File: src/crane_fault_pkg.sv
// Shared constants and carrier types for the crane travel fault detector.
// Assumes a 32-bit APB master and a 100 MHz system clock.
package crane_fault_pkg;

	// --------------------------------------------------------------
	// Bus widths
	// --------------------------------------------------------------
	localparam int unsigned ADDR_W = 8;
	localparam int unsigned DATA_W = 32;

	// --------------------------------------------------------------
	// Register byte addresses
	// --------------------------------------------------------------
	localparam logic [7:0] OFS_PROT_SEL  = 8'h00;
	localparam logic [7:0] OFS_LIMIT_1   = 8'h04;
	localparam logic [7:0] OFS_LIMIT_2   = 8'h08;
	localparam logic [7:0] OFS_SIGN_SEL  = 8'h0C;
	localparam logic [7:0] OFS_SCALE     = 8'h10;
	localparam logic [7:0] OFS_STOP_POS  = 8'h14;
	localparam logic [7:0] OFS_CONFIG    = 8'h18;
	localparam logic [7:0] OFS_FAULT     = 8'h1C;
	localparam logic [7:0] OFS_IRQ_STAT  = 8'h20;
	localparam logic [7:0] OFS_IRQ_MASK  = 8'h24;

	// --------------------------------------------------------------
	// Field positions
	// --------------------------------------------------------------
	localparam int unsigned PSEL_RANGE_BIT = 5;
	localparam int unsigned PSEL_LIMIT_BIT = 6;
	localparam int unsigned SIGN_FIRST_BIT = 0;
	localparam int unsigned SIGN_SECOND_BIT = 1;
	localparam int unsigned IRQ_RANGE_BIT  = 0;
	localparam int unsigned IRQ_LIMIT_BIT  = 1;
	localparam int unsigned IRQ_W          = 2;

	// --------------------------------------------------------------
	// Reset values and scale arithmetic
	// --------------------------------------------------------------
	localparam logic [15:0] PROT_SEL_RST   = 16'h0000;
	localparam logic [5:0]  CONFIG_RST     = 6'h10;
	localparam logic [1:0]  IRQ_MASK_RST   = 2'h0;
	localparam int unsigned SCALE_MULT_A   = 10;
	localparam int unsigned SCALE_MULT_B   = 4096;
	localparam logic [34:0] SCALE_FACTOR   = 35'(SCALE_MULT_A * SCALE_MULT_B);

	// --------------------------------------------------------------
	// Carrier types
	// --------------------------------------------------------------
	typedef struct packed {
		logic              psel;
		logic              penable;
		logic              pwrite;
		logic [ADDR_W-1:0] paddr;
		logic [DATA_W-1:0] pwdata;
	} apb_req_t;

	typedef struct packed {
		logic [DATA_W-1:0] prdata;
		logic              pready;
		logic              pslverr;
	} apb_rsp_t;

	// Terminal inputs, active high (switch ON = 1)
	typedef struct packed {
		logic first_end_limit_switch;
		logic second_end_limit_switch;
		logic fwd_run;
		logic rev_run;
		logic start_cmd;
	} term_in_t;

	// Configuration word, bit 5 downward
	typedef struct packed {
		logic absolute_meter;
		logic limit_switch_speed_feed_enable;
		logic second_switch_assigned;
		logic first_switch_assigned;
		logic speed_feed_sel;
		logic position_feed_sel;
	} cfg_t;

endpackage

File: src/crane_travel_fault_detect.sv
// Crane travel fault detector: stop position range fault and end limit switch fault.
// Assumes an APB master on clk_sys; terminal inputs arrive asynchronously.
//
// The implementer's own choices: the address map and register access over APB.
`timescale 1ns/100ps

module crane_travel_fault_detect (
	// Clock and reset
	input  wire logic                      clk_sys,
	input  wire logic                      rstn,
	// APB slave
	input  wire crane_fault_pkg::apb_req_t apb_req,
	output      crane_fault_pkg::apb_rsp_t apb_rsp,
	// Terminals
	input  wire crane_fault_pkg::term_in_t term_in,
	// Fault and interrupt outputs
	output      logic                      range_fault,
	output      logic                      limit_fault,
	output      logic                      irq
);
	import crane_fault_pkg::*;

	// --------------------------------------------------------------
	// Helpers
	// --------------------------------------------------------------

	// Signed motion limit from a magnitude and its sign bit
	function automatic logic signed [34:0] signed_limit(input logic [30:0] mag, input logic neg);
		logic signed [34:0] wide;
		wide = $signed({4'h0, mag});
		signed_limit = neg ? -wide : wide;
	endfunction

	// --------------------------------------------------------------
	// Address decode
	// --------------------------------------------------------------

	// Register slots reached over the bus
	typedef enum logic [3:0] {
		REG_PROT_SEL,
		REG_LIMIT_1,
		REG_LIMIT_2,
		REG_SIGN_SEL,
		REG_SCALE,
		REG_STOP_POS,
		REG_CONFIG,
		REG_FAULT,
		REG_IRQ_STAT,
		REG_IRQ_MASK,
		REG_NONE
	} reg_sel_t;

	// Shared by the read mux and the write path so both agree on the map
	function automatic reg_sel_t decode_addr(input logic [7:0] a);
		if (a == OFS_PROT_SEL) begin
			decode_addr = REG_PROT_SEL;
		end else if (a == OFS_LIMIT_1) begin
			decode_addr = REG_LIMIT_1;
		end else if (a == OFS_LIMIT_2) begin
			decode_addr = REG_LIMIT_2;
		end else if (a == OFS_SIGN_SEL) begin
			decode_addr = REG_SIGN_SEL;
		end else if (a == OFS_SCALE) begin
			decode_addr = REG_SCALE;
		end else if (a == OFS_STOP_POS) begin
			decode_addr = REG_STOP_POS;
		end else if (a == OFS_CONFIG) begin
			decode_addr = REG_CONFIG;
		end else if (a == OFS_FAULT) begin
			decode_addr = REG_FAULT;
		end else if (a == OFS_IRQ_STAT) begin
			decode_addr = REG_IRQ_STAT;
		end else if (a == OFS_IRQ_MASK) begin
			decode_addr = REG_IRQ_MASK;
		end else begin
			decode_addr = REG_NONE;
		end
	endfunction

	// --------------------------------------------------------------
	// State
	// --------------------------------------------------------------
	typedef struct packed {
		logic [15:0] prot_sel;
		logic [30:0] limit_first;
		logic [30:0] limit_second;
		logic [1:0]  sign_sel;
		logic [15:0] scale;
		logic [31:0] stop_pos;
		logic        stop_written;
		cfg_t        cfg;
		logic        range_fault;
		logic        limit_fault;
		apb_rsp_t    rsp;
	} core_state_t;

	core_state_t state_ff;
	core_state_t nxt_state;

	// --------------------------------------------------------------
	// Terminal synchronisation
	// --------------------------------------------------------------
	term_in_t term_s;

	// Switches come from the terminal pins only; no link path exists
	term_sync u_term_sync (
		.clk_sys  (clk_sys),
		.rstn     (rstn),
		.raw_in   (term_in),
		.sync_out (term_s)
	);

	// --------------------------------------------------------------
	// Bus decode
	// --------------------------------------------------------------
	logic             setup_ph;
	logic             wr_acc;
	logic [7:0]       addr;
	logic [31:0]      wdata;
	logic [31:0]      rd_word;
	logic             rd_miss;
	logic [IRQ_W-1:0] irq_status;
	logic [IRQ_W-1:0] irq_mask;
	logic [IRQ_W-1:0] irq_clr;
	logic [IRQ_W-1:0] irq_set;
	logic             mask_we;
	reg_sel_t         sel;

	assign setup_ph = apb_req.psel & ~apb_req.penable;
	assign wr_acc   = apb_req.psel & apb_req.penable & apb_req.pwrite & state_ff.rsp.pready;
	assign addr     = apb_req.paddr;
	assign wdata    = apb_req.pwdata;
	assign sel      = decode_addr(addr);
	assign mask_we  = wr_acc && (sel == REG_IRQ_MASK);
	assign irq_clr  = (wr_acc && (sel == REG_IRQ_STAT)) ? wdata[IRQ_W-1:0] : '0;

	// Read mux, sampled in the setup cycle
	always_comb begin
		rd_word = 32'h0000_0000;
		rd_miss = 1'b0;
		if (sel == REG_PROT_SEL) begin
			rd_word = {16'h0000, state_ff.prot_sel};
		end else if (sel == REG_LIMIT_1) begin
			rd_word = {1'b0, state_ff.limit_first};
		end else if (sel == REG_LIMIT_2) begin
			rd_word = {1'b0, state_ff.limit_second};
		end else if (sel == REG_SIGN_SEL) begin
			rd_word = {30'h0000_0000, state_ff.sign_sel};
		end else if (sel == REG_SCALE) begin
			rd_word = {16'h0000, state_ff.scale};
		end else if (sel == REG_STOP_POS) begin
			rd_word = state_ff.stop_pos;
		end else if (sel == REG_CONFIG) begin
			rd_word = {26'h000_0000, state_ff.cfg};
		end else if (sel == REG_FAULT) begin
			rd_word = {29'h0000_0000, state_ff.stop_written, state_ff.limit_fault,
				state_ff.range_fault};
		end else if (sel == REG_IRQ_STAT) begin
			rd_word = {30'h0000_0000, irq_status};
		end else if (sel == REG_IRQ_MASK) begin
			rd_word = {30'h0000_0000, irq_mask};
		end else begin
			rd_miss = 1'b1;
		end
	end

	// --------------------------------------------------------------
	// Motion range evaluation
	// --------------------------------------------------------------
	logic signed [34:0] lower_lim;
	logic signed [34:0] upper_lim;
	logic signed [34:0] span;
	logic signed [34:0] stop_val;
	logic [34:0]        scale_span;
	logic               range_armed;
	logic               range_eval;
	logic               cmd_outside;
	logic               lim_inverted;
	logic               scale_short;
	logic               range_hit;

	// Each limit is a magnitude with its own sign bit; widened so span cannot wrap
	assign lower_lim  = signed_limit(state_ff.limit_first, state_ff.sign_sel[SIGN_FIRST_BIT]);
	assign upper_lim  = signed_limit(state_ff.limit_second, state_ff.sign_sel[SIGN_SECOND_BIT]);
	assign span       = upper_lim - lower_lim;
	assign stop_val   = 35'(signed'(state_ff.stop_pos));
	assign scale_span = 35'({19'h0_0000, state_ff.scale} * SCALE_FACTOR);

	assign range_armed  = state_ff.prot_sel[PSEL_RANGE_BIT];
	assign range_eval   = state_ff.cfg.position_feed_sel
		&& (term_s.start_cmd || state_ff.stop_written);
	assign cmd_outside  = state_ff.stop_written
		&& ((stop_val < lower_lim) || (stop_val > upper_lim));
	assign lim_inverted = lower_lim > upper_lim;
	assign scale_short  = state_ff.cfg.absolute_meter
		&& ($signed(scale_span) < span);
	assign range_hit    = range_armed && range_eval
		&& (cmd_outside || lim_inverted || scale_short);

	// --------------------------------------------------------------
	// Limit switch evaluation
	// --------------------------------------------------------------
	logic limit_armed;
	logic feed_sel;
	logic sw_en;
	logic one_sw_mode;
	logic two_sw_mode;
	logic one_sw_avail;
	logic two_sw_avail;
	logic one_sw_trip;
	logic two_sw_trip;
	logic limit_hit;

	assign limit_armed = state_ff.prot_sel[PSEL_LIMIT_BIT];
	assign feed_sel    = state_ff.cfg.position_feed_sel | state_ff.cfg.speed_feed_sel;
	assign sw_en       = state_ff.cfg.limit_switch_speed_feed_enable;
	assign one_sw_mode = state_ff.cfg.first_switch_assigned & ~state_ff.cfg.second_switch_assigned;
	assign two_sw_mode = state_ff.cfg.first_switch_assigned & state_ff.cfg.second_switch_assigned;

	assign one_sw_avail = (sw_en && feed_sel) || one_sw_mode;
	assign two_sw_avail = (sw_en && feed_sel) || two_sw_mode;

	// Switch OFF means the input reads low
	assign one_sw_trip = one_sw_mode && one_sw_avail
		&& !term_s.first_end_limit_switch;
	assign two_sw_trip = two_sw_mode && two_sw_avail
		&& ((!term_s.first_end_limit_switch && term_s.fwd_run)
		|| (!term_s.second_end_limit_switch && term_s.rev_run));

	assign limit_hit = limit_armed && (one_sw_trip || two_sw_trip);

	// --------------------------------------------------------------
	// Next state
	// --------------------------------------------------------------
	always_comb begin
		nxt_state = state_ff;

		// Register writes at the completing access edge
		if (wr_acc) begin
			if (sel == REG_PROT_SEL) begin
				nxt_state.prot_sel = wdata[15:0];
			end else if (sel == REG_LIMIT_1) begin
				nxt_state.limit_first = wdata[30:0];
			end else if (sel == REG_LIMIT_2) begin
				nxt_state.limit_second = wdata[30:0];
			end else if (sel == REG_SIGN_SEL) begin
				nxt_state.sign_sel = wdata[1:0];
			end else if (sel == REG_SCALE) begin
				nxt_state.scale = wdata[15:0];
			end else if (sel == REG_STOP_POS) begin
				nxt_state.stop_pos     = wdata;
				nxt_state.stop_written = 1'b1;
			end else if (sel == REG_CONFIG) begin
				nxt_state.cfg = cfg_t'(wdata[5:0]);
			end
		end

		// Faults only set; nothing but reset clears them
		nxt_state.range_fault = state_ff.range_fault | range_hit;
		nxt_state.limit_fault = state_ff.limit_fault | limit_hit;

		// Registered response: ready in the first access cycle
		nxt_state.rsp.pready  = setup_ph;
		nxt_state.rsp.pslverr = setup_ph & rd_miss;
		// Writes and idle cycles return zero data
		nxt_state.rsp.prdata  = 32'h0000_0000;
		if (setup_ph && !apb_req.pwrite) begin
			nxt_state.rsp.prdata = rd_word;
		end
	end

	always_ff @(posedge clk_sys or negedge rstn) begin
		if (!rstn) begin
			state_ff          <= '0;
			state_ff.prot_sel <= PROT_SEL_RST;
			state_ff.cfg      <= cfg_t'(CONFIG_RST);
		end else begin
			state_ff <= nxt_state;
		end
	end

	// --------------------------------------------------------------
	// Interrupts
	// --------------------------------------------------------------
	logic [IRQ_W-1:0] fault_now;
	logic [IRQ_W-1:0] fault_nxt;

	always_comb begin
		fault_now                = '0;
		fault_nxt                = '0;
		fault_now[IRQ_RANGE_BIT] = state_ff.range_fault;
		fault_nxt[IRQ_RANGE_BIT] = nxt_state.range_fault;
		fault_now[IRQ_LIMIT_BIT] = state_ff.limit_fault;
		fault_nxt[IRQ_LIMIT_BIT] = nxt_state.limit_fault;
	end

	// One event per fault, only on the cycle it first latches
	for (genvar i = 0; i < IRQ_W; i++) begin : g_fault_rise
		assign irq_set[i] = fault_nxt[i] & ~fault_now[i];
	end

	irq_bank u_irq_bank (
		.clk_sys    (clk_sys),
		.rstn       (rstn),
		.set_evt    (irq_set),
		.clr_bits   (irq_clr),
		.mask_we    (mask_we),
		.mask_wdata (wdata[IRQ_W-1:0]),
		.status     (irq_status),
		.mask       (irq_mask),
		.irq        (irq)
	);

	// --------------------------------------------------------------
	// Outputs
	// --------------------------------------------------------------
	assign apb_rsp     = state_ff.rsp;
	assign range_fault = state_ff.range_fault;
	assign limit_fault = state_ff.limit_fault;

endmodule // crane_travel_fault_detect

File: src/irq_bank.sv
// Sticky event flags with write-one-to-clear, a mask and one level interrupt.
// Assumes set and clear strobes are single-cycle and on clk_sys.
`timescale 1ns/100ps
module irq_bank (
	// Clock and reset
	input  wire logic                               clk_sys,
	input  wire logic                               rstn,
	// Events and software access
	input  wire logic [crane_fault_pkg::IRQ_W-1:0] set_evt,
	input  wire logic [crane_fault_pkg::IRQ_W-1:0] clr_bits,
	input  wire logic                               mask_we,
	input  wire logic [crane_fault_pkg::IRQ_W-1:0] mask_wdata,
	// State
	output      logic [crane_fault_pkg::IRQ_W-1:0] status,
	output      logic [crane_fault_pkg::IRQ_W-1:0] mask,
	output      logic                               irq
);
	import crane_fault_pkg::*;

	typedef struct packed {
		logic [IRQ_W-1:0] status;
		logic [IRQ_W-1:0] mask;
		logic             irq;
	} irq_state_t;

	irq_state_t state_ff;
	irq_state_t nxt_state;

	always_comb begin
		nxt_state        = state_ff;
		// Set wins over a clear in the same cycle
		nxt_state.status = (state_ff.status & ~clr_bits) | set_evt;
		if (mask_we) begin
			nxt_state.mask = mask_wdata;
		end
		nxt_state.irq = |(nxt_state.status & nxt_state.mask);
	end

	always_ff @(posedge clk_sys or negedge rstn) begin
		if (!rstn) begin
			state_ff      <= '0;
			state_ff.mask <= IRQ_MASK_RST;
		end else begin
			state_ff <= nxt_state;
		end
	end

	assign status = state_ff.status;
	assign mask   = state_ff.mask;
	assign irq    = state_ff.irq;

endmodule // irq_bank

File: src/term_sync.sv
// Two-stage synchroniser for the terminal inputs.
// Assumes the inputs are asynchronous to clk_sys.
`timescale 1ns/100ps
module term_sync (
	// Clock and reset
	input  wire logic                      clk_sys,
	input  wire logic                      rstn,
	// Raw and synchronised terminals
	input  wire crane_fault_pkg::term_in_t raw_in,
	output      crane_fault_pkg::term_in_t sync_out
);
	import crane_fault_pkg::*;

	typedef struct packed {
		term_in_t meta;
		term_in_t stable;
	} sync_state_t;

	sync_state_t state_ff;
	sync_state_t nxt_state;

	always_comb begin
		nxt_state        = state_ff;
		nxt_state.meta   = raw_in;
		nxt_state.stable = state_ff.meta;
	end

	always_ff @(posedge clk_sys or negedge rstn) begin
		if (!rstn) begin
			state_ff <= '0;
		end else begin
			state_ff <= nxt_state;
		end
	end

	assign sync_out = state_ff.stable;

endmodule // term_sync

File: config.mk
export PLATFORM = sky130hd
export DESIGN_NAME = crane_travel_fault_detect
export DESIGN_NICKNAME = d
export VERILOG_FILES = /design/src/crane_fault_pkg.sv /design/src/crane_travel_fault_detect.sv /design/src/irq_bank.sv /design/src/term_sync.sv
export SDC_FILE = /design/constraint.sdc
export NUM_CORES = 1
export LEC_CHECK = 0
export BUFFER_PORTS_ARGS = -buffer_cell sky130_fd_sc_hd__buf_2
export CORE_MARGIN = 3
export CORE_UTILIZATION = 45
export CTS_CLUSTER_DIAMETER = 120
export CTS_CLUSTER_SIZE = 12
export DETAILED_ROUTE_END_ITERATION = 12
export PLACE_DENSITY = 0.76
export SLEW_MARGIN = 5
export SYNTH_ARGS = -nofsm -noshare
export SYNTH_HDL_FRONTEND = slang
export SYNTH_SLANG_ARGS = --single-unit
File: constraint.sdc
create_clock -name clk_sys -period 6.7 [get_ports clk_sys]
set_input_delay 1.675 -clock clk_sys [delete_from_list [all_inputs] [get_ports clk_sys]]
set_output_delay 1.675 -clock clk_sys [all_outputs]
set_load 0.05 [all_outputs]
==> results of run 1 <==
state kept, by name (all words and copies together), names as in the netlist:
signal and cells:
limit_armed 1, sw_en 1, u_term_sync.nxt_state 5, apb_rsp 34
u_irq_bank.status 2, range_armed 1, state_ff 132, u_irq_bank.mask 2
u_term_sync.sync_out 5, u_irq_bank.irq 1, range_fault 1, limit_fault 1
metrics by stage:
step                      hold WS, ns    TNS, ns
final                          0.3504          0
after global routing           0.3582   -0.02448
after CTS                      0.3516          0
after detailed placement       0.3347    -0.5365
after global placement         0.3345  -0.008251
after floorplan                0.3312          0
how the worst max path moves through the flow:
stage / cells past startpoint / start / end
floorplan: 32 / state_ff[92] / u_irq_bank.irq
global placement: 27 / state_ff[136] / u_irq_bank.irq
detailed placement: 31 / state_ff[125] / u_irq_bank.irq
CTS: 31 / state_ff[93] / u_irq_bank.irq
global route: 31 / state_ff[125] / u_irq_bank.irq
finish: 26 / state_ff[136] / u_irq_bank.irq
layout make-up:
cell class	instances	area, µm²	area share, %
multi-input combinational	1090	8825	55.90
sequential	186	4657	29.50
timing repair buffer	152	934.6	5.921
tap	390	488.0	3.091
clock buffer	18	439.2	2.782
inverter	70	262.8	1.664
clock inverter	14	180.2	1.141
worst max-delay path, cell delays in order, from the launching register on:
cell and delay [ns]:
dfrtp_1 0.44, or3_1 0.46, or4_4 0.58, or3_4 0.45, o31ai_2 0.23, xor2_1 0.21, ha_1 0.33, a21o_1 0.20
a21o_1 0.17, a21oi_1 0.13, o21ai_0 0.09, a21o_1 0.18, a21oi_1 0.21, o41ai_2 0.12, xnor2_1 0.16, ha_1 0.30
and4_1 0.24, nand2_2 0.09, nor3_4 0.15, nand3_2 0.13, nor4_4 0.27, o2111ai_2 0.17, o41ai_4 0.30, nand3_1 0.13
a311oi_2 0.25, nor2_1 0.10, a31o_1 0.22
layer usage:
layer	global-route usage [%]	up-vias	share of wire, %
met1	30.93	5795	43
met3	3.526	63	5.7
met2	40.05	378	49
met4	7.465	0	2.2
li1	-	5485	-
met5	0	-	0
where the power goes:
part           internal, mW  switching, mW
Sequential             1.13        0.00627
Combinational         0.115          0.165
Clock                 0.608          0.485
Total                  1.85          0.656
kinds of logic after synthesis:
group           after synthesis  synth area share (%)
compound gates              370                 18.63
flops                       186                 33.47
buf+inv                     166                 5.432
mux                         137                 11.06
fa+ha+maj                   144                 12.90
simple gates                336                 11.98
xor+xnor                    103                 6.538
cells in the final DEF (no fill, tap or decap), types with 54 or more instances in the layout:
master	n
mux2_2	134
buf_4	66
a21oi_1	69
inv_1	68
o21ai_0	59
buf_2	85
nor2_1	69
nand2_1	98
dfrtp_1	184
xnor2_1	54
ha_1	128
repair_timing:
action,CTS,global route
resized for setup,6,56
setup buffers,0,21
endpoints found under the hold margin,0,0
setup endpoints to repair,3,3
pin swaps,2,36
==> results.ini, run 1 <==
[clock_tree]
cts.sinks = 186
cts_tree = built
ctsHoldBuffers = 0
cts_buffers = 17
insertion_delay_ns = 0.45
clock_path_buffers = 2
htree_levels = 4
cts_root_buffer = clkbuf_16
clk_pin_slew_ns = 0.07

[timing]
setup-violations-final = 0
fin_crit_ns = 6.448
fin_crit_sh_pct = 96.24
hold_viol_final = 0
drv_slew = 0
slew_headroom_pct = 22.08
max_freq_mhz = 155.1
fin_ws_ns = 0.2522
tightest_slew_ns = 1.167
fin_skew_ns = 0.01354

[yosys]
ys_warn_count = 0
ys_seq_elements = 186
netlist_area_um2 = 13910
synthFlopType = dfrtp_1
synth_top_area_share_pct = 33.28
synth_nets = 1627
synth_edf_count = 0
synth_common_cells = 185 x dfrtp_1, 134 x mux2_2, 133 x ha_1, 104 x nand2_1, 73 x nor2_1
syn_avg_cell_area_um2 = 9.648
synthCells = 1442
synth_top_area_cell = dfrtp_1
yosysMostFrequentCell = dfrtp_1
ys_top_cells_by_area = dfrtp_1 33%, ha_1 12%, mux2_2 11%
yosysUniqueCellTypes = 77
yosysSeqAreaShare_pct = 33.47
synthArstFlopShare_pct = 100.0

[setup_path]
critPathMaxFanout = 7
required_ns = 7.03
r2r_slack_ns = 0.25
critical_path_class = flip-flop to flip-flop
cp-end-kind = flip-flop
r2r-start = state_ff[136]
reg2reg_to = u_irq_bank.irq
startpoint_type = flip-flop
reg2regPathDepth = 26
worstPathArrival_ns = 6.78

[detailed_routing]
first_iter_violations = 1016
num_vias = 11720
wire_per_inst_um = 20.64
drt-total-wl_um = 39630
drtAntennaViolNets = 0
post-route-drc-count = 0
first_pass_iters = 6
routed_via_density = 6.105

[place]
place_hpwl_um = 29270
gp_congestion = 0.9837
dpl_cell_area_um2 = 14710
dpl_worst_slack_ns = -0.2408
io_buffers = 86
dp.cells = 1867

[global_routing]
grt-ovfl-total = 0
grt_pass1_wl_um = 62690
grt_max_degree = 69
grt_antenna_before_repair = 0
grt_usage_pct = 23.55
grt_pass1_vias = 11680

[worst_hold_path]
hold_depth = 0
min_from = u_term_sync.nxt_state[1]
hold_path.class = flip-flop to flip-flop
hold_end = u_term_sync.sync_out[1]

[power_and_ir_drop]
total_power_mw = 2.508
p_leak_nw = 7.871
ir_worst_vdd_mv = 0.1546
pwr_density_cell_nw_per_um2 = 158.9

[floorplanning]
start_util_pct = 46.32
core_um2 = 30030
die_h_um = 181.8
die_w_um = 181.8
top_level_ports = 87
fp-row-count = 63
die_area_um2 = 33060

[final_layout]
fin_cells = 1920
area_growth_pct = 13.47
fillCellCount = 2673
diodes = 0
fin_area_um2 = 15790
utilization_pct = 52.56
drive_gt1_share_pct = 25.56
nets = 1702

[outcome]
status = completed

[job]
timing.max_cap.violations = 0

No activity file was read; power rests on OpenSTA's default activity.
==> run 2: changes to the inputs <==
--- a/config.mk
+++ b/config.mk
@@ -11,6 +11,7 @@
 export CTS_CLUSTER_DIAMETER = 120
 export CTS_CLUSTER_SIZE = 12
 export DETAILED_ROUTE_END_ITERATION = 12
+export GPL_TIMING_DRIVEN = 0
 export PLACE_DENSITY = 0.76
 export SLEW_MARGIN = 5
 export SYNTH_ARGS = -nofsm -noshare
==> run 2 against run 1 <==
  * Clock-buffer cell count unchanged
  * Global-route usage up 2.0 points
  * Total power down 1.2%
  * Core utilization up 2.5 points
  * Clock power down 6%
  * Fmax down 2.7%
  * Wire length up 8.3%
  * Cell count up 4.4%
  * First-iteration DRC count up 10%
  * Die area unchanged
==> results.ini, run 2 (synthesis gave the netlist of run 1 again) <==
[timing]
fin_crit_ns = 6.629  ; +0.1815 ns
setup_tns_ns = 0  ; unchanged
fin_ws_ns = 0.07062  ; -0.1815 ns
fin_crit_sh_pct = 98.95  ; +2.7 points
rsz0062_at_grt = yes
drv_slew = 0  ; unchanged
setup-violations-final = 0  ; unchanged
hold_ws_ns = 0.3534  ; +0.002997 ns
slew_headroom_pct = 35.38  ; +13 points
fin_skew_ns = 0.01341  ; -0.0001248 ns
max_freq_mhz = 150.8  ; -2.7%
hold_viol_final = 0  ; unchanged
tightest_slew_ns = 0.9693  ; -0.1982 ns

[setup_path]
cp-end-kind = flip-flop
critical_path_class = flip-flop to flip-flop
critPathMaxFanout = 7  ; unchanged
worstPathArrival_ns = 6.98  ; +0.20 ns
startpoint_type = flip-flop
required_ns = 7.05  ; +0.02 ns

[detailed_routing]
maxUsedRoutingLayer = met5
first_pass_iters = 8  ; +2
num_vias = 12170  ; +3.9%
post-route-drc-count = 0  ; unchanged
wire_per_inst_um = 21.42  ; +3.8%
routed_via_density = 6.074  ; -0.50%
drt-total-wl_um = 42920  ; +8.3%
first_iter_violations = 1122  ; +10%
wl_met2_um = 20400  ; +5.4%
routed-wl-met3_um = 2725  ; +20%
wl_met1_um = 18130  ; +5.8%
drtAntennaViolNets = 0  ; unchanged

[place]
place_hpwl_um = 31720  ; +8.4%
dp.cells = 1916  ; +2.6%
gp_congestion = 0.9604  ; -2.4%
dpl_worst_slack_ns = -2.308  ; -2.067 ns
dpl_cell_area_um2 = 14870  ; +1.1%
io_buffers = 82  ; -4.7%

[global_routing]
grt-ovfl-total = 0  ; unchanged
grt_antenna_before_repair = 1  ; +1
grt_max_degree = 95  ; +38%
grt_pass1_wl_um = 66730  ; +6.4%
grt_usage_pct = 25.58  ; +2.0 points
grt_pass1_vias = 12090  ; +3.5%

[final_layout]
utilization_pct = 55.08  ; +2.5 points
diodes = 0  ; unchanged
fin_cells = 2004  ; +4.4%
largest_reg_flops = 132  ; unchanged
final_cell_mix = 180 x dfrtp_1, 134 x mux2_2, 127 x ha_1, 100 x buf_4, 98 x nand2_1
layout_commonest_cell = dfrtp_1
area_growth_pct = 18.90
drive_gt1_share_pct = 28.38  ; +2.8 points
fin_area_um2 = 16540  ; +4.8%
nets = 1786  ; +4.9%
top_register = state_ff

[floorplanning]
fp-row-count = 63  ; unchanged
start_util_pct = 46.32  ; unchanged
die_area_um2 = 33060  ; unchanged
die_w_um = 181.8  ; unchanged
die_h_um = 181.8  ; unchanged
top_level_ports = 87  ; unchanged
core_um2 = 30030  ; unchanged

[job]
timing.max_cap.violations = 0  ; unchanged

[power_and_ir_drop]
pwr_density_cell_nw_per_um2 = 149.8  ; -5.7%
total_power_mw = 2.478  ; -1.2%
ir_worst_vdd_mv = 0.1704  ; +10%
p_leak_nw = 8.259  ; +4.9%

[outcome]
status = completed

[clock_tree]
clk_pin_slew_ns = 0.08  ; about the same
cts_buffers = 17  ; unchanged
cts_tree = built
insertion_delay_ns = 0.47  ; +0.02 ns
cts.sinks = 186  ; unchanged
ctsHoldBuffers = 0  ; unchanged
cts_root_buffer = clkbuf_16
clock_path_buffers = 2  ; unchanged
htree_levels = 4  ; unchanged

[worst_hold_path]
hold_path.class = flip-flop to flip-flop

-- run 2: routing by layer --
metal	track usage (%)	up-vias
met5	0	-
met4	11.09	2
met3	4.026	99
met2	42.19	457
met1	33.33	5960
li1	-	5655
-- run 2: final timing paths --
path,start,slack [ns],cells past startpoint,end
max in group asynchronous,rstn,4.60,2,state_ff[91]
worst min-delay path,u_term_sync.nxt_state[1],0.35,0,u_term_sync.sync_out[1]
worst min register to register,u_term_sync.nxt_state[1],0.35,0,u_term_sync.sync_out[1]
worst max register to register,state_ff[124],0.07,26,u_irq_bank.irq
worst max-delay path,state_ff[124],0.07,26,u_irq_bank.irq
min in group asynchronous,rstn,1.20,1,apb_rsp[24]
-- run 2: area by class of cell --
type	count	area [µm²]
Timing Repair Buffer	147	928.4
Tap cell	390	488.0
Clock buffer	18	429.2
Inverter	70	266.5
Clock inverter	14	147.6
Sequential cell	186	4662
Multi-Input combinational cell	1090	9017
Buffer	89	601.8
Fill cell	2609	13490
-- run 2: repair_timing --
item	in CTS	in global routing
resized for setup	93	51
pin swaps	40	42
gates cloned	0	0
buffers inserted	42	21
endpoints found under the setup margin	3	3
-- run 2: power by group --
part | leakage, nW | switching [mW] | total [mW] | internal [mW]
clock | 0.284 | 0.521 | 1.02 | 0.499
combinational | 5.44 | 0.183 | 0.324 | 0.141
sequential | 2.54 | 0.00630 | 1.14 | 1.13
total | 8.26 | 0.710 | 2.48 | 1.77
-- run 2: worst max-delay path, stage by stage (launching register included) --
cell and delay [ns]:
dfrtp_2 0.42, buf_4 0.17, or4_1 0.73, o41ai_1 0.43
xor2_1 0.35, xnor2_1 0.27, nand2_1 0.15, o31ai_2 0.39
o2bb2ai_2 0.15, o211a_1 0.25, o21a_1 0.22, o21ai_2 0.16
nand2_1 0.11, a31oi_4 0.19, xnor2_2 0.10, ha_1 0.31
and4_4 0.23, nand2_4 0.06, nor3_4 0.13, nand3_2 0.14
nor4_2 0.18, o2111ai_2 0.17, o41ai_4 0.36, nand3_1 0.17
a311oi_2 0.33, nor2_1 0.11, a31o_1 0.19
==> run 3: changes to the inputs <==
--- a/config.mk
+++ b/config.mk
@@ -5,14 +5,14 @@
 export SDC_FILE = /design/constraint.sdc
 export NUM_CORES = 1
 export LEC_CHECK = 0
-export BUFFER_PORTS_ARGS = -buffer_cell sky130_fd_sc_hd__buf_2
 export CORE_MARGIN = 3
 export CORE_UTILIZATION = 45
 export CTS_CLUSTER_DIAMETER = 120
 export CTS_CLUSTER_SIZE = 12
 export DETAILED_ROUTE_END_ITERATION = 12
+export DONT_BUFFER_PORTS = 1
 export GPL_TIMING_DRIVEN = 0
-export PLACE_DENSITY = 0.76
+export PLACE_DENSITY = 0.74
 export SLEW_MARGIN = 5
 export SYNTH_ARGS = -nofsm -noshare
 export SYNTH_HDL_FRONTEND = slang
==> run 3 against run 2 <==
  * Highest routed layer is now met4
  * Total power decreased by 2.4%
  * Critical path type unchanged
  * Critical endpoint unchanged
  * The flow now finishes with violations (negative setup slack)
  * Largest cell class unchanged
  * Via count increased by 0.99%
  * Global-route usage increased by 0.54 points
==> results.ini, run 3 (synthesis gave the netlist of run 1 again) <==
[setup_path]
cp-endpoint = u_irq_bank.irq
crit_start = state_ff[125]
required_ns = 7.04  ; about the same
critPathMaxFanout = 4  ; -3
reg2regPathDepth = 32  ; +23%
critical_path_class = flip-flop to flip-flop
cpPeakStageDelay_ns = 0.42  ; -0.31 ns
startpoint_type = flip-flop
crit_path_top_delay_cell = or3b_4
r2r_slack_ns = -0.10  ; -0.18 ns
cp-end-kind = flip-flop
worstPathArrival_ns = 7.14  ; +0.16 ns
r2r-start = state_ff[125]
reg2reg_to = u_irq_bank.irq

[final_layout]
diodes = 0  ; unchanged
nets = 1742  ; -2.5%
area_growth_pct = 18.06
final_cell_mix = 176 x dfrtp_1, 138 x buf_4, 134 x mux2_2, 126 x ha_1, 97 x nand2_1
layout_commonest_cell = dfrtp_1
top_register = state_ff
largest_reg_flops = 132  ; unchanged
drive_gt1_share_pct = 27.07  ; -1.3 points

[outcome]
violations = negative setup slack
status = finished with violations

[floorplanning]
die_w_um = 181.8  ; unchanged
top_level_ports = 87  ; unchanged
fp-row-count = 63  ; unchanged
core_um2 = 30030  ; unchanged
start_util_pct = 46.32  ; unchanged
die_area_um2 = 33060  ; unchanged
die_h_um = 181.8  ; unchanged

[place]
place_hpwl_um = 30970  ; -2.3%
gp_congestion = 0.9936  ; +3.5%
io_buffers = 0  ; -100%

[clock_tree]
clock_path_buffers = 2  ; unchanged
cts_root_buffer = clkbuf_16
cts_buffers = 17  ; unchanged
cts.sinks = 186  ; unchanged
insertion_delay_ns = 0.46  ; about the same
cts_tree = built
htree_levels = 4  ; unchanged
clk_pin_slew_ns = 0.07  ; about the same

[timing]
max_freq_mhz = 147.0  ; -2.6%
setup_tns_ns = -0.1790  ; -0.1790 ns
fin_ws_ns = -0.1049  ; -0.1755 ns
rsz0062_at_grt = yes
drv_slew = 0  ; unchanged
fin_skew_ns = 0.01670  ; +0.003289 ns
hold_viol_final = 0  ; unchanged
fin_crit_ns = 6.805  ; +0.1755 ns
slew_headroom_pct = 31.83  ; -3.6 points
setup-violations-final = 2  ; +2
tightest_slew_ns = 1.023  ; +0.05334 ns
fin_crit_sh_pct = 101.6  ; +2.6 points

[detailed_routing]
first_iter_violations = 1358  ; +21%
first_pass_iters = 6  ; -2
routed_via_density = 6.272  ; +3.3%
drt-total-wl_um = 44270  ; +3.1%
num_vias = 12290  ; +0.99%
drtAntennaViolNets = 0  ; unchanged
wire_per_inst_um = 22.58  ; +5.4%
post-route-drc-count = 0  ; unchanged

[global_routing]
grt_usage_pct = 26.13  ; +0.54 points
grt-ovfl-total = 0  ; unchanged
grt_pass1_wl_um = 67880  ; +1.7%
grt_antenna_before_repair = 0  ; -1
grt_pass1_vias = 12180  ; +0.70%
grt_max_degree = 187  ; +97%

[power_and_ir_drop]
p_leak_nw = 8.027  ; -2.8%
total_power_mw = 2.418  ; -2.4%
ir_worst_vdd_mv = 0.1242  ; -27%
pwr_density_cell_nw_per_um2 = 147.2  ; -1.7%

[worst_hold_path]
hold_depth = 0  ; unchanged
hold_path.class = flip-flop to flip-flop

[job]
timing.max_cap.violations = 0  ; unchanged

run 3: changes by cell type in the layout (fill, tap and decap cells not counted), moves of 3 or more:
cell	delta
buf_2	-81
buf_4	+38
dfrtp_1	-4
dfrtp_2	+4
o31ai_1	-4
clkinv_2	+3
nor2_1	-3
nor2_2	+3
run 3: cell type report:
type / count / area [µm²]
Fill cell: 2582 / 13610
Multi-Input combinational cell: 1090 / 9042
Sequential cell: 186 / 4667
Timing Repair Buffer: 104 / 793.3
Buffer: 88 / 593.1
Tap cell: 390 / 488.0
Clock buffer: 18 / 439.2
Inverter: 70 / 266.5
Clock inverter: 14 / 135.1
run 3: worst min path at each step:
stage	startpoint	to	slack, ns
6_report	u_term_sync.nxt_state[1]	u_term_sync.sync_out[1]	0.35
4_1_cts	u_term_sync.nxt_state[1]	u_term_sync.sync_out[1]	0.35
3_3_place_gp	u_term_sync.nxt_state[2]	u_term_sync.sync_out[2]	0.34
2_1_floorplan	u_term_sync.nxt_state[0]	u_term_sync.sync_out[0]	0.33
5_1_grt	u_term_sync.nxt_state[2]	u_term_sync.sync_out[2]	0.36
3_5_place_dp	u_term_sync.nxt_state[1]	u_term_sync.sync_out[1]	0.33
run 3: critical path: cells and delay by family, from the launching register on:
family	cells	cell delay, ns
adders and majority gates	3	0.80
buffers and inverters	2	0.25
xor gates and xnor gates	2	0.19
and+or+nand+nor	11	1.76
AOI/OAI and AO/OA	14	3.22
DFF	1	0.41
run 3: timing repair:
action                                  4_1_cts  5_1_grt
endpoints found under the setup margin        3        3
buffers inserted                             78       27
gates resized for setup                     105       47
hold buffers                                  0        0
pin swaps                                    49       44
hold endpoints to repair                      0        0
run 3: layer usage:
metal | vias to the layer above | wire (µm) | track usage [%] | share of wire (%)
met1 | 6044 | 17990 | 33.01 | 41
met5 | - | 0 | 0 | 0
li1 | 5568 | - | - | -
met3 | 129 | 3189 | 5.409 | 7.2
met4 | 0 | 2103 | 14.05 | 4.8
met2 | 553 | 20980 | 41.99 | 47
run 3: power breakdown:
| part | leakage, nW | total (mW) | switching (mW) | internal (mW) |
|---|---|---|---|---|
| sequential | 2.53 | 1.14 | 0.00659 | 1.13 |
| combinational | 5.22 | 0.267 | 0.147 | 0.120 |
| clock | 0.282 | 1.02 | 0.484 | 0.532 |
| total | 8.03 | 2.42 | 0.638 | 1.78 |
run 3: metrics by stage:
step / setup slack, ns / std cells / util [%] / hold slack (ns) / area (µm²)
floorplan: 0.4499 / 1442 / - / 0.3312 / 13910
global placement: -2.235 / 1832 / 47.95 / 0.3365 / 14400
detailed placement: -2.285 / 1833 / 48.01 / 0.3347 / 14420
CTS: -0.008106 / 1935 / 53.21 / 0.3514 / 15980
global route: -0.3268 / 1960 / 54.69 / 0.3602 / 16420
finish: -0.1049 / 1960 / 54.69 / 0.3514 / 16420
